===== config.mk =====
export PLATFORM = sky130hd
export DESIGN_NAME = timer0_wdt_prescaler_assign
export DESIGN_NICKNAME = d
export VERILOG_FILES = /design/src/common/timer0_pkg.sv /design/src/hdl/timer0_wdt_prescaler_assign.sv
export SDC_FILE = /design/constraint.sdc
export NUM_CORES = 1
export LEC_CHECK = 0
export BUFFER_PORTS_ARGS = -buffer_cell sky130_fd_sc_hd__buf_2
export CAP_MARGIN = 5
export CORE_MARGIN = 10
export CORE_UTILIZATION = 61
export DETAILED_ROUTE_END_ITERATION = 10
export PLACE_DENSITY_LB_ADDON = 0.3
export SYNTH_ARGS = -nofsm -noshare
export SYNTH_HDL_FRONTEND = slang
export SYNTH_SLANG_ARGS = --single-unit

===== constraint.sdc =====
create_clock -name clk_sys -period 6.7 [get_ports clk_sys]
set_clock_uncertainty 0.1 [all_clocks]
set_input_delay 0.67 -clock clk_sys [delete_from_list [all_inputs] [get_ports clk_sys]]
set_output_delay 0.67 -clock clk_sys [all_outputs]
set_load 0.02 [all_outputs]

===== src/common/timer0_pkg.sv =====
// Purpose : Shared constants and types for the timer with shared prescaler
// Assumes : APB, 32-bit data, one word per register index
// Notes   : Byte address of each register is four times its index
package timer0_pkg;

  // ==========================================================
  // Register indices and byte addresses
  localparam logic [9:0]  IDX_TIMER_COUNT   = 10'h001;  // Timer count
  localparam logic [9:0]  IDX_INT_CONTROL   = 10'h00B;  // Interrupt control
  localparam logic [9:0]  IDX_OPTION_CONFIG = 10'h081;  // Clock, assignment, ratio
  localparam logic [9:0]  IDX_PORT_A_DIR    = 10'h085;  // Port A direction
  localparam logic [9:0]  IDX_EVENT_STATUS  = 10'h090;  // Sticky events, write one clears
  localparam logic [9:0]  IDX_EVENT_MASK    = 10'h091;  // Event mask, same layout
  localparam logic [9:0]  IDX_WDT_CONTROL   = 10'h092;  // Watchdog enable
  localparam logic [9:0]  IDX_WDT_CLEAR     = 10'h093;  // Any write clears watchdog
  localparam int          ADDR_LSB          = 2;        // Word aligned

  // ==========================================================
  // Reset values
  localparam logic [7:0]  RST_TIMER_COUNT   = 8'h00;
  localparam logic [7:0]  RST_INT_CONTROL   = 8'h00;
  localparam logic [7:0]  RST_OPTION_CONFIG = 8'hFF;
  localparam logic [7:0]  RST_PORT_A_DIR    = 8'h3F;
  localparam logic [7:0]  PORT_A_DIR_MASK   = 8'h3F;   // Bits 7:6 unimplemented
  localparam logic [1:0]  RST_EVENTS        = 2'h0;

  // ==========================================================
  // Field positions
  localparam int          INTC_GLOBAL_EN    = 7;        // Global interrupt enable
  localparam int          INTC_OVF_EN       = 5;        // timer_overflow_enable
  localparam int          INTC_OVF_FLAG     = 2;        // timer_overflow_flag
  localparam int          EVT_OVERFLOW      = 0;        // Status bit: timer wrap
  localparam int          EVT_WDT_TIMEOUT   = 1;        // Status bit: watchdog expiry

  // ==========================================================
  // Timing
  localparam int          WDT_BASE_W        = 24;       // Watchdog base counter width
  localparam int          WDT_BASE_DEFAULT  = 1024;     // Cycles per unscaled watchdog tick

  // ==========================================================
  // Types
  typedef struct packed {
    logic       portPullupOff;            // Bit 7, stored only
    logic       extIntEdge;               // Bit 6, stored only
    logic       timer_clock_source_select; // Bit 5: 1 external pin
    logic       timer_edge_select;        // Bit 4: 1 falling edge
    logic       prescaler_assign_select;  // Bit 3: 1 watchdog owns prescaler
    logic [2:0] prescale_ratio_field;     // Bits 2:0
  } option_s;

  typedef struct packed {
    logic [7:0]            timerCount;    // timer_count
    logic [7:0]            intCtrl;       // interrupt_control
    option_s               option;        // timer_option_config
    logic [7:0]            portDir;       // port_a_direction
    logic [1:0]            evtStatus;     // Sticky events
    logic [1:0]            evtMask;       // Event mask
    logic                  wdtEnable;     // Watchdog running
    logic [7:0]            prescale;      // Shared prescaler contents
    logic [WDT_BASE_W-1:0] wdtBase;       // watchdog_counter base stage
    logic [2:0]            pinSync;       // External clock synchroniser
    logic                  pinStable;     // Filtered pin level
    logic                  wdtResetReq;   // Device reset request pulse
    logic                  irq;           // Interrupt level
    logic                  pready;        // APB ready
    logic                  pslverr;       // APB error
    logic [31:0]           prdata;        // APB read data
  } state_s;

endpackage : timer0_pkg


===== src/hdl/timer0_wdt_prescaler_assign.sv =====
// Purpose : 8-bit timer sharing one prescaler with the watchdog, APB slave
// Assumes : clk_sys 100 MHz, synchronous active-high reset, ce freezes state
// Function
// - Prescaler owner changes by plain register write
// - Timer count write clears timer-owned prescaler
// - Watchdog clear also clears watchdog-owned prescaler
// - Assign bit set gives prescaler to watchdog
// - Assign bit clear gives prescaler to timer
// - Config holds source, assignment and ratio fields
//
// Register access over APB was left to the implementer.
`timescale 1ns/1ps
module timer0_wdt_prescaler_assign #(
  parameter int WDT_BASE_CYCLES = timer0_pkg::WDT_BASE_DEFAULT  // Shorten in simulation
) (
  input  wire logic        clk_sys,
  input  wire logic        reset,
  input  wire logic        ce,
  input  wire logic        psel,
  input  wire logic        penable,
  input  wire logic        pwrite,
  input  wire logic [11:0] paddr,
  input  wire logic [31:0] pwdata,
  output logic             pready,
  output logic [31:0]      prdata,
  output logic             pslverr,
  input  wire logic        timerClkPin,
  output logic             irq,
  output logic             wdtResetReq,
  output logic [7:0]       portADirection
);

  // ==========================================================
  // State and decode
  timer0_pkg::state_s st;        // Registered state
  timer0_pkg::state_s next_st;   // Next state

  logic [9:0]  idx;              // Register index
  logic        wrTake;           // Write completes this edge
  logic        rdSetup;          // Read setup cycle
  logic        extTick;          // Qualified pin edge
  logic        srcTick;          // Input to the prescaler
  logic        wdtBaseTick;      // Unscaled watchdog tick
  logic        presTick;         // Prescaler output
  logic        timerInc;         // Timer advances
  logic        wdtTimeout;       // Watchdog expiry
  logic        wdtClear;         // watchdog_clear_instruction
  logic        tmrWrite;         // Write to timer_count
  logic [3:0]  shamt;            // Ratio exponent
  logic [7:0]  presMask;         // Prescaler bits that must be all ones
  logic        mapped;           // Address hits a register
  logic [7:0]  rdByte;           // Read mux result

  // Watchdog base stage wraps after WDT_BASE_CYCLES cycles
  localparam int WDT_BASE_W_L = timer0_pkg::WDT_BASE_W;
  localparam logic [WDT_BASE_W_L-1:0] WDT_LAST = WDT_BASE_W_L'(WDT_BASE_CYCLES - 1);

  // ==========================================================
  // Bus decode; writes act only at the access edge with pready
  // Reads are captured in setup, so the access edge needs no mux
  always_comb begin
    idx     = paddr[11:timer0_pkg::ADDR_LSB];
    wrTake  = psel && penable && st.pready && pwrite;
    rdSetup = psel && !penable && !pwrite;
    tmrWrite = wrTake && (idx == timer0_pkg::IDX_TIMER_COUNT);
    wdtClear = wrTake && (idx == timer0_pkg::IDX_WDT_CLEAR);
    mapped  = (idx == timer0_pkg::IDX_TIMER_COUNT) || (idx == timer0_pkg::IDX_INT_CONTROL) ||
              (idx == timer0_pkg::IDX_OPTION_CONFIG) || (idx == timer0_pkg::IDX_PORT_A_DIR) ||
              (idx == timer0_pkg::IDX_EVENT_STATUS) || (idx == timer0_pkg::IDX_EVENT_MASK) ||
              (idx == timer0_pkg::IDX_WDT_CONTROL) || (idx == timer0_pkg::IDX_WDT_CLEAR);
  end

  // ==========================================================
  // Read mux; the clear register reads as zero
  always_comb begin
    case (idx)
      timer0_pkg::IDX_TIMER_COUNT:   rdByte = st.timerCount;
      timer0_pkg::IDX_INT_CONTROL:   rdByte = st.intCtrl;
      timer0_pkg::IDX_OPTION_CONFIG: rdByte = st.option;
      timer0_pkg::IDX_PORT_A_DIR:    rdByte = st.portDir;
      timer0_pkg::IDX_EVENT_STATUS:  rdByte = {6'h00, st.evtStatus};
      timer0_pkg::IDX_EVENT_MASK:    rdByte = {6'h00, st.evtMask};
      timer0_pkg::IDX_WDT_CONTROL:   rdByte = {7'h00, st.wdtEnable};
      default:                       rdByte = 8'h00;
    endcase
  end

  // ==========================================================
  // Tick sources and shared prescaler
  // Timer owner never gets 1:1, which keeps a write-clear visible
  always_comb begin
    // Pin edge, counted only once the two later stages agree
    extTick = (st.pinSync[1] == st.pinSync[2]) && (st.pinSync[2] != st.pinStable) &&
              (st.pinSync[2] == !st.option.timer_edge_select);
    wdtBaseTick = st.wdtBase == WDT_LAST;
    // Source is instruction clock or qualified pin
    if (st.option.timer_clock_source_select) begin
      srcTick = extTick;
    end else begin
      srcTick = 1'b1;
    end
    // Watchdog gets ratios from 1:1, timer from 1:2
    if (st.option.prescaler_assign_select) begin
      shamt = {1'b0, st.option.prescale_ratio_field};
    end else begin
      shamt = {1'b0, st.option.prescale_ratio_field} + 4'h1;
    end
    presMask = 8'((9'h001 << shamt) - 9'h001);
    if (st.option.prescaler_assign_select) begin
      // Owner follows the bit at once, no stop needed
      presTick   = wdtBaseTick && ((st.prescale & presMask) == presMask);
      timerInc   = srcTick;
      wdtTimeout = st.wdtEnable && presTick;
    end else begin
      presTick   = srcTick && ((st.prescale & presMask) == presMask);
      timerInc   = presTick;
      wdtTimeout = st.wdtEnable && wdtBaseTick;
    end
  end

  // ==========================================================
  // Next-state logic
  // Later assignments win, which sets the priority of events
  always_comb begin
    next_st = st;
    // Pin synchroniser; first stage read by the second only
    next_st.pinSync = {st.pinSync[1:0], timerClkPin};
    if (st.pinSync[1] == st.pinSync[2]) begin
      next_st.pinStable = st.pinSync[2];
    end
    // Prescaler counts its owner's source
    if ((st.option.prescaler_assign_select && wdtBaseTick) ||
        (!st.option.prescaler_assign_select && srcTick)) begin
      next_st.prescale = st.prescale + 8'h01;
    end
    // Watchdog base stage free runs
    next_st.wdtBase = wdtBaseTick ? '0 : st.wdtBase + 1'b1;
    // Timer increment and wrap
    if (timerInc) begin
      next_st.timerCount = st.timerCount + 8'h01;
    end
    // Watchdog request pulse; no write below touches it
    next_st.wdtResetReq = wdtTimeout;
    // Bus writes
    if (wrTake) begin
      case (idx)
        timer0_pkg::IDX_TIMER_COUNT: begin
          next_st.timerCount = pwdata[7:0];
          if (!st.option.prescaler_assign_select) begin
            next_st.prescale = 8'h00;
          end
        end
        timer0_pkg::IDX_INT_CONTROL:   next_st.intCtrl = pwdata[7:0];
        timer0_pkg::IDX_OPTION_CONFIG: next_st.option = pwdata[7:0];
        timer0_pkg::IDX_PORT_A_DIR:    next_st.portDir = pwdata[7:0] & timer0_pkg::PORT_A_DIR_MASK;
        timer0_pkg::IDX_EVENT_STATUS:  next_st.evtStatus = st.evtStatus & ~pwdata[1:0];
        timer0_pkg::IDX_EVENT_MASK:    next_st.evtMask = pwdata[1:0];
        timer0_pkg::IDX_WDT_CONTROL:   next_st.wdtEnable = pwdata[0];
        timer0_pkg::IDX_WDT_CLEAR: begin
          next_st.wdtBase = '0;
          if (st.option.prescaler_assign_select) begin
            next_st.prescale = 8'h00;
          end
        end
        default: begin
        end
      endcase
    end
    // Wrap flags raised after the write so a same-edge clear loses
    if (timerInc && !tmrWrite && (st.timerCount == 8'hFF)) begin
      next_st.intCtrl[timer0_pkg::INTC_OVF_FLAG] = 1'b1;
      next_st.evtStatus[timer0_pkg::EVT_OVERFLOW] = 1'b1;
    end
    if (wdtTimeout) begin
      next_st.evtStatus[timer0_pkg::EVT_WDT_TIMEOUT] = 1'b1;
      next_st.wdtBase = '0;
    end
    // Interrupt level from the values about to be stored
    next_st.irq = (|(next_st.evtStatus & next_st.evtMask)) ||
                  (next_st.intCtrl[timer0_pkg::INTC_GLOBAL_EN] &&
                   next_st.intCtrl[timer0_pkg::INTC_OVF_EN] &&
                   next_st.intCtrl[timer0_pkg::INTC_OVF_FLAG]);
    // APB answer prepared in setup, so no wait states
    next_st.pready  = psel && !penable;
    next_st.pslverr = psel && !penable && !mapped;
    if (rdSetup) begin
      next_st.prdata = {24'h000000, rdByte};
    end
  end

  // ==========================================================
  // State register; ce low freezes everything
  // Reset ignores ce so a frozen block can still be reset
  always_ff @(posedge clk_sys) begin
    if (reset) begin
      st           <= '0;
      st.timerCount <= timer0_pkg::RST_TIMER_COUNT;
      st.intCtrl   <= timer0_pkg::RST_INT_CONTROL;
      st.option    <= timer0_pkg::RST_OPTION_CONFIG;
      st.portDir   <= timer0_pkg::RST_PORT_A_DIR;
      st.evtStatus <= timer0_pkg::RST_EVENTS;
      st.evtMask   <= timer0_pkg::RST_EVENTS;
    end else if (ce) begin
      st <= next_st;
    end
  end

  // ==========================================================
  // Outputs straight from flip-flops
  // No logic between the state flops and the pins
  always_comb begin
    pready         = st.pready;
    prdata         = st.prdata;
    pslverr        = st.pslverr;
    irq            = st.irq;
    wdtResetReq    = st.wdtResetReq;
    portADirection = st.portDir;
  end

  // ==========================================================
  // Assertions
  // Bus-driven antecedents carry ce, since ce low holds every flop
  property p_option_write;
    @(posedge clk_sys) disable iff (reset)
      (ce && wrTake && idx == timer0_pkg::IDX_OPTION_CONFIG) |=> st.option == $past(pwdata[7:0]);
  endproperty
  a_option_write: assert property (p_option_write) else $error("option write lost");

  // Timer-owned prescaler restarts on a count write
  property p_tmr_write_clears;
    @(posedge clk_sys) disable iff (reset)
      (ce && tmrWrite && !st.option.prescaler_assign_select) |=> st.prescale == 8'h00;
  endproperty
  a_tmr_write_clears: assert property (p_tmr_write_clears) else $error("prescaler not cleared");

  // Watchdog clear restarts base stage and its prescaler
  property p_wdt_clear;
    @(posedge clk_sys) disable iff (reset)
      (ce && wdtClear && st.option.prescaler_assign_select) |=> (st.prescale == 8'h00 && st.wdtBase == '0);
  endproperty
  a_wdt_clear: assert property (p_wdt_clear) else $error("watchdog clear incomplete");

  property p_wdt_owner_direct;
    @(posedge clk_sys) disable iff (reset)
      (ce && st.option.prescaler_assign_select && srcTick && !tmrWrite)
        |=> st.timerCount == $past(st.timerCount) + 8'h01;
  endproperty
  a_wdt_owner_direct: assert property (p_wdt_owner_direct) else $error("timer not direct");

  property p_timer_owner_scaled;
    @(posedge clk_sys) disable iff (reset)
      (ce && !st.option.prescaler_assign_select && !presTick && !tmrWrite)
        |=> $stable(st.timerCount);
  endproperty
  a_timer_owner_scaled: assert property (p_timer_owner_scaled) else $error("timer ran unscaled");

  property p_option_read;
    @(posedge clk_sys) disable iff (reset)
      (ce && rdSetup && idx == timer0_pkg::IDX_OPTION_CONFIG)
        |=> (pready && prdata == {24'h000000, $past(st.option)});
  endproperty
  a_option_read: assert property (p_option_read) else $error("option readback wrong");

  // Wrap sets both flags whatever the enables say
  property p_overflow_irq;
    @(posedge clk_sys) disable iff (reset)
      (ce && timerInc && !tmrWrite && st.timerCount == 8'hFF)
        |=> (st.timerCount == 8'h00 && st.intCtrl[timer0_pkg::INTC_OVF_FLAG] &&
             st.evtStatus[timer0_pkg::EVT_OVERFLOW]);
  endproperty
  a_overflow_irq: assert property (p_overflow_irq) else $error("overflow flag missing");

  // Interrupt level tracks pending enabled events in the same cycle
  property p_irq_level;
    @(posedge clk_sys) disable iff (reset)
      irq == ((|(st.evtStatus & st.evtMask)) ||
              (st.intCtrl[timer0_pkg::INTC_GLOBAL_EN] && st.intCtrl[timer0_pkg::INTC_OVF_EN] &&
               st.intCtrl[timer0_pkg::INTC_OVF_FLAG]));
  endproperty
  a_irq_level: assert property (p_irq_level) else $error("irq level wrong");

  // A timer count write loads the written byte
  property p_tmr_load;
    @(posedge clk_sys) disable iff (reset)
      (ce && tmrWrite) |=> st.timerCount == $past(pwdata[7:0]);
  endproperty
  a_tmr_load: assert property (p_tmr_load) else $error("timer load lost");

  // ce low holds the counters, bus answer included
  property p_ce_freeze;
    @(posedge clk_sys) disable iff (reset)
      !ce |=> ($stable(st.timerCount) && $stable(st.prescale) && $stable(pready));
  endproperty
  a_ce_freeze: assert property (p_ce_freeze) else $error("state moved while frozen");

  c_overflow: cover property (@(posedge clk_sys) disable iff (reset) st.intCtrl[2] && irq);
  c_wdt_timeout: cover property (@(posedge clk_sys) disable iff (reset) wdtResetReq);
  c_switch: cover property (@(posedge clk_sys) disable iff (reset)
    $rose(st.option.prescaler_assign_select));
  c_irq_ctrl: cover property (@(posedge clk_sys) disable iff (reset)
    st.intCtrl[timer0_pkg::INTC_GLOBAL_EN] && st.intCtrl[timer0_pkg::INTC_OVF_EN] && irq);
  c_ce_freeze: cover property (@(posedge clk_sys) disable iff (reset) !ce);

endmodule : timer0_wdt_prescaler_assign


==> results.txt <==
- Row Count: 33
* Slew at the pin closest to its max-slew limit: roughly 1000 ps
* First-pass iteration count of the detailed router: 6
- For this run, design rule violations remaining after detail routing come to 0.
- Input and output buffers added on the ports amount to 42.
* Global-route wire length before repair: approximately 21 mm
- Capture point of the worst reg-to-reg path: st[106]$_SDFFE_PP0P_
- Detailed Route Iter0 Violations: 319
- Global routing consumed, on the met1 layer, 24.2% of the routing resources.
* Post-Synthesis Mean Instance Area: between 8 and 9 um2
- The number of setup buffers added after CTS is 0.
- The routed design has 12.7 mm of wire.
- Global-route met2 utilization: 32.9%
- Count of nets after finishing: between 600 and 700
* Worst Hold Path EP: wdtResetReq$_SDFFE_PP0P_
- Of the available clock period, the critical path in the final layout requires 56.2%.
- Cells with a size suffix above 1 make up between 10% and 20% of the layout.
* Count of final setup violators: 0
- Of all flip-flops after synthesis, the portion carrying an async set or reset was 0%.
- The global routing stage identified its most utilized layer as met2.
- The worst hold path belongs to the class reg -> reg.
* Worst reg-to-reg setup slack: 2930 ps
- The die is 111 um tall.
- STA classifies the critical path startpoint as a register.
* WHS: 374 ps
* Reg2reg path depth: 12
* Result of the run: finished, final reports clean
- Traced cell by cell, the critical path runs through ha_1 > nor2_1 > o211a_1 > nor2_1 > ha_1 > inv_1 > o32ai_1 > o2111a_2 > a31oi_4 > nor2b_4 > a311oi_1 > a2111oi_1.
- Clock latency on the worst-skew pair, taken at its later pin, is 370 ps.
* Filler Cells Inserted: roughly 700
* Required time of the worst setup path: 6860 ps
* Post-route core utilization: between 60% and 70%
- The slowest stage of the critical path is the dfxtp_1 cell.
- Number of clock sinks: 83
- The worst register-to-register path begins at st[85]$_SDFFE_PP1P_.
- Crit Path Max Fanout: 16
* Initial core utilization: 61.9%
* Max Clk Rate: 266 MHz
* Cell depth of the worst hold path: 2
- Horizontal die dimension: 111 um
- After technology mapping, the gate count stands at about 630.
* Via density per instance: 6.38
- The multi-input combinational cells in the finished layout cover a total of 2920 um2.
* Post-synth EDFFs: 0
- Summed over its instances, the top area cell type makes up 33.0% of the synthesized netlist area.
* Core outline area: approximately 8100 um2
* Grt ovf: 0
* Area of all sequential standard cells: roughly 1700 um2
- The number of antenna violations at the first check in global routing was 0.
- RSZ-0062 raised after global routing: false
- The synthesized design contains 83 register bits.
- Across all layers, the routed design uses 4,691 vias.
- Entering global routing, the biggest net connects 58 pins.
- Maximum level of the CTS H-tree: 3
- Setup total negative slack on the finished layout was measured at 0 ps.
* CP peak stage delay: 700 ps
- The die covers 12,300 um2.
- After detailed routing, the average wire length per cell comes to 17.2 um.
* Maximum buffer depth of the clock tree: 2
* Worst max-slew margin expressed relative to the limit: 30.7%
- Cell type with the highest aggregate area in the netlist: dfxtp_1
* Worst vdd ir: between 100 and 150 uV
- Hold Vio Cnt, Final: 0
* CTS-repair resized insts: 0
* Area delta synth->final: 2.66%
* Number of distinct library cells after synthesis: 74
- Clock period minus final worst setup slack: between 3000 and 4000 ps
* Clock tree from TritonCTS: done
- Top-level I/O count: 95
- The most used flip-flop cell after synthesis is dfxtp_1.
- CP Capture Type: register
- Among all cell types in the netlist, the one instantiated most often is dfxtp_1.
- Met3 usage: about 4.3%
* Static leakage power: slightly below 2 nW
* Cell area after technology mapping: about 5000 um2
* Crit Path Category: reg -> reg
- Antenna Violating Nets Remaining: 0
* Final weighted congestion of routability-driven global placement: 0.941
* Sequential cell area fraction in the yosys report: 33.0%
- PwrDens: 179 nW/um2
- After detailed placement, the total cell area comes to 4980 um2.
- The finished cells cover ~5200 um2.
- By count the netlist is led by 83 x dfxtp_1, 67 x nor2_1, 54 x nand2_1.
* Inserted Clock Buffers: 9
* HPWL Detailed: 8.95 mm
- The tool flagged a number of max-cap violations equal to 0.
- Number of global-route vias before repair: between 4,000 and 5,000
- Data arrival time of the critical path: 3930 ps
- In this run, post-CTS hold repair placed 0 buffers.
- Top post-synthesis cells by area: dfxtp_1 33%, buf_4 6.1%, nor2_1 5.0%
- Clock tree synthesis selected as its root buffer the cell clkbuf_8.
- In this run the most critical hold path is launched from wdtResetReq$_SDFFE_PP0P_.
- Post-layout power: 0.000924 W
- Clock-pin transition on the worst setup and hold timing paths: 100 ps
- Counting both buffers and inverters, the worst setup path holds a total of 1.
- Warnings from Yosys: 0
* Diodes inserted: 0
* Family of cells with the greatest summed delay on the critical path: compound AO/OA/AOI/OAI gates
- Slew Limit Fails: 0
- Global routing used 19.6% of the available tracks.
report_power, final:
group          internal [W]  switching [W]
combinational     0.0000164      0.0000526
clock              0.000145       0.000211
sequential         0.000497     0.00000252
total              0.000658       0.000266
worst max path at each step:
stage	start	to	slack (ps)	cells past startpoint
global placement	st[85]$_SDFFE_PP1P_	st[106]$_SDFFE_PP0P_	3110	12
finish	st[85]$_SDFFE_PP1P_	st[106]$_SDFFE_PP0P_	2930	12
detailed placement	st[85]$_SDFFE_PP1P_	st[106]$_SDFFE_PP0P_	3030	12
floorplan	st[85]$_SDFFE_PP1P_	st[104]$_SDFFE_PP0P_	3800	14
CTS	st[85]$_SDFFE_PP1P_	st[106]$_SDFFE_PP0P_	3010	12
global route	st[85]$_SDFFE_PP1P_	st[106]$_SDFFE_PP0P_	2630	12
cells in the final DEF, fill, tap and decap left out, types with 4 or more instances in the layout:
cell and instances:
xnor2_1 4, nor3_1 10, a21oi_1 34, and4_1 6
a22oi_1 8, a221oi_1 7, a211oi_1 5, and2_1 4
nor2_1 67, nor3b_1 7, dfxtp_1 83, nor4_1 9
buf_2 42, o21ai_0 28, nand2_1 54, xor2_1 5
conb_1 26, and3_1 28, a31oi_1 10, nor2b_1 5
o22ai_1 4, nand4_1 10, nand3_1 28, nand2b_1 5
nand3b_1 5, a311oi_1 13, clkbuf_8 9, ha_1 5
mux2i_1 25, inv_1 13, o211ai_1 8
routing by layer:
layer | vias to the layer above | part of all wire [%]
li1 | 2245 | -
met1 | 2210 | 42
met2 | 205 | 48
met3 | 31 | 7.8
met4 | 0 | 1.9
met5 | - | 0
final cells by class:
cell class,instances,share of cell area [%]
clock buffer,9,2.40
sequential,83,32.1
timing repair buffer,43,4.21
inverter,13,0.944
clock inverter,7,1.28
tap,105,2.54
multi-input combinational,475,56.5
flip-flops by register name, summed over array words and instances, names as in the netlist:
register,flops
st,63
prdata,8
portADirection,6
next_st,2
irq,1
pready,1
pslverr,1
wdtResetReq,1
logic make-up (layout without fill, tap and decap cells):
group,Yosys count,in the layout,synth area share (%)
AND/OR/NAND/NOR,254,254,26.2
AO/OA/AOI/OAI,153,153,21.2
other,1,26,0.0745
XOR/XNOR,9,9,1.57
flip-flops,83,83,33.0
buffers and inverters,94,72,10.9
multiplexers,28,28,5.77
adder cells (fa/ha/maj),5,5,1.24
per-stage QoR:
step,setup slack (ps),instances
global route,2630,735
floorplan,3800,652
finish,2930,735
CTS,3010,735
global placement,3110,719
detailed placement,3030,719
worst min-delay path: stages, from the launching register on:
cell and delay [ps]:
dfxtp_1 320, nand2_1 60, a21oi_1 60
Note: power is estimated with default switching activity, not from simulation.
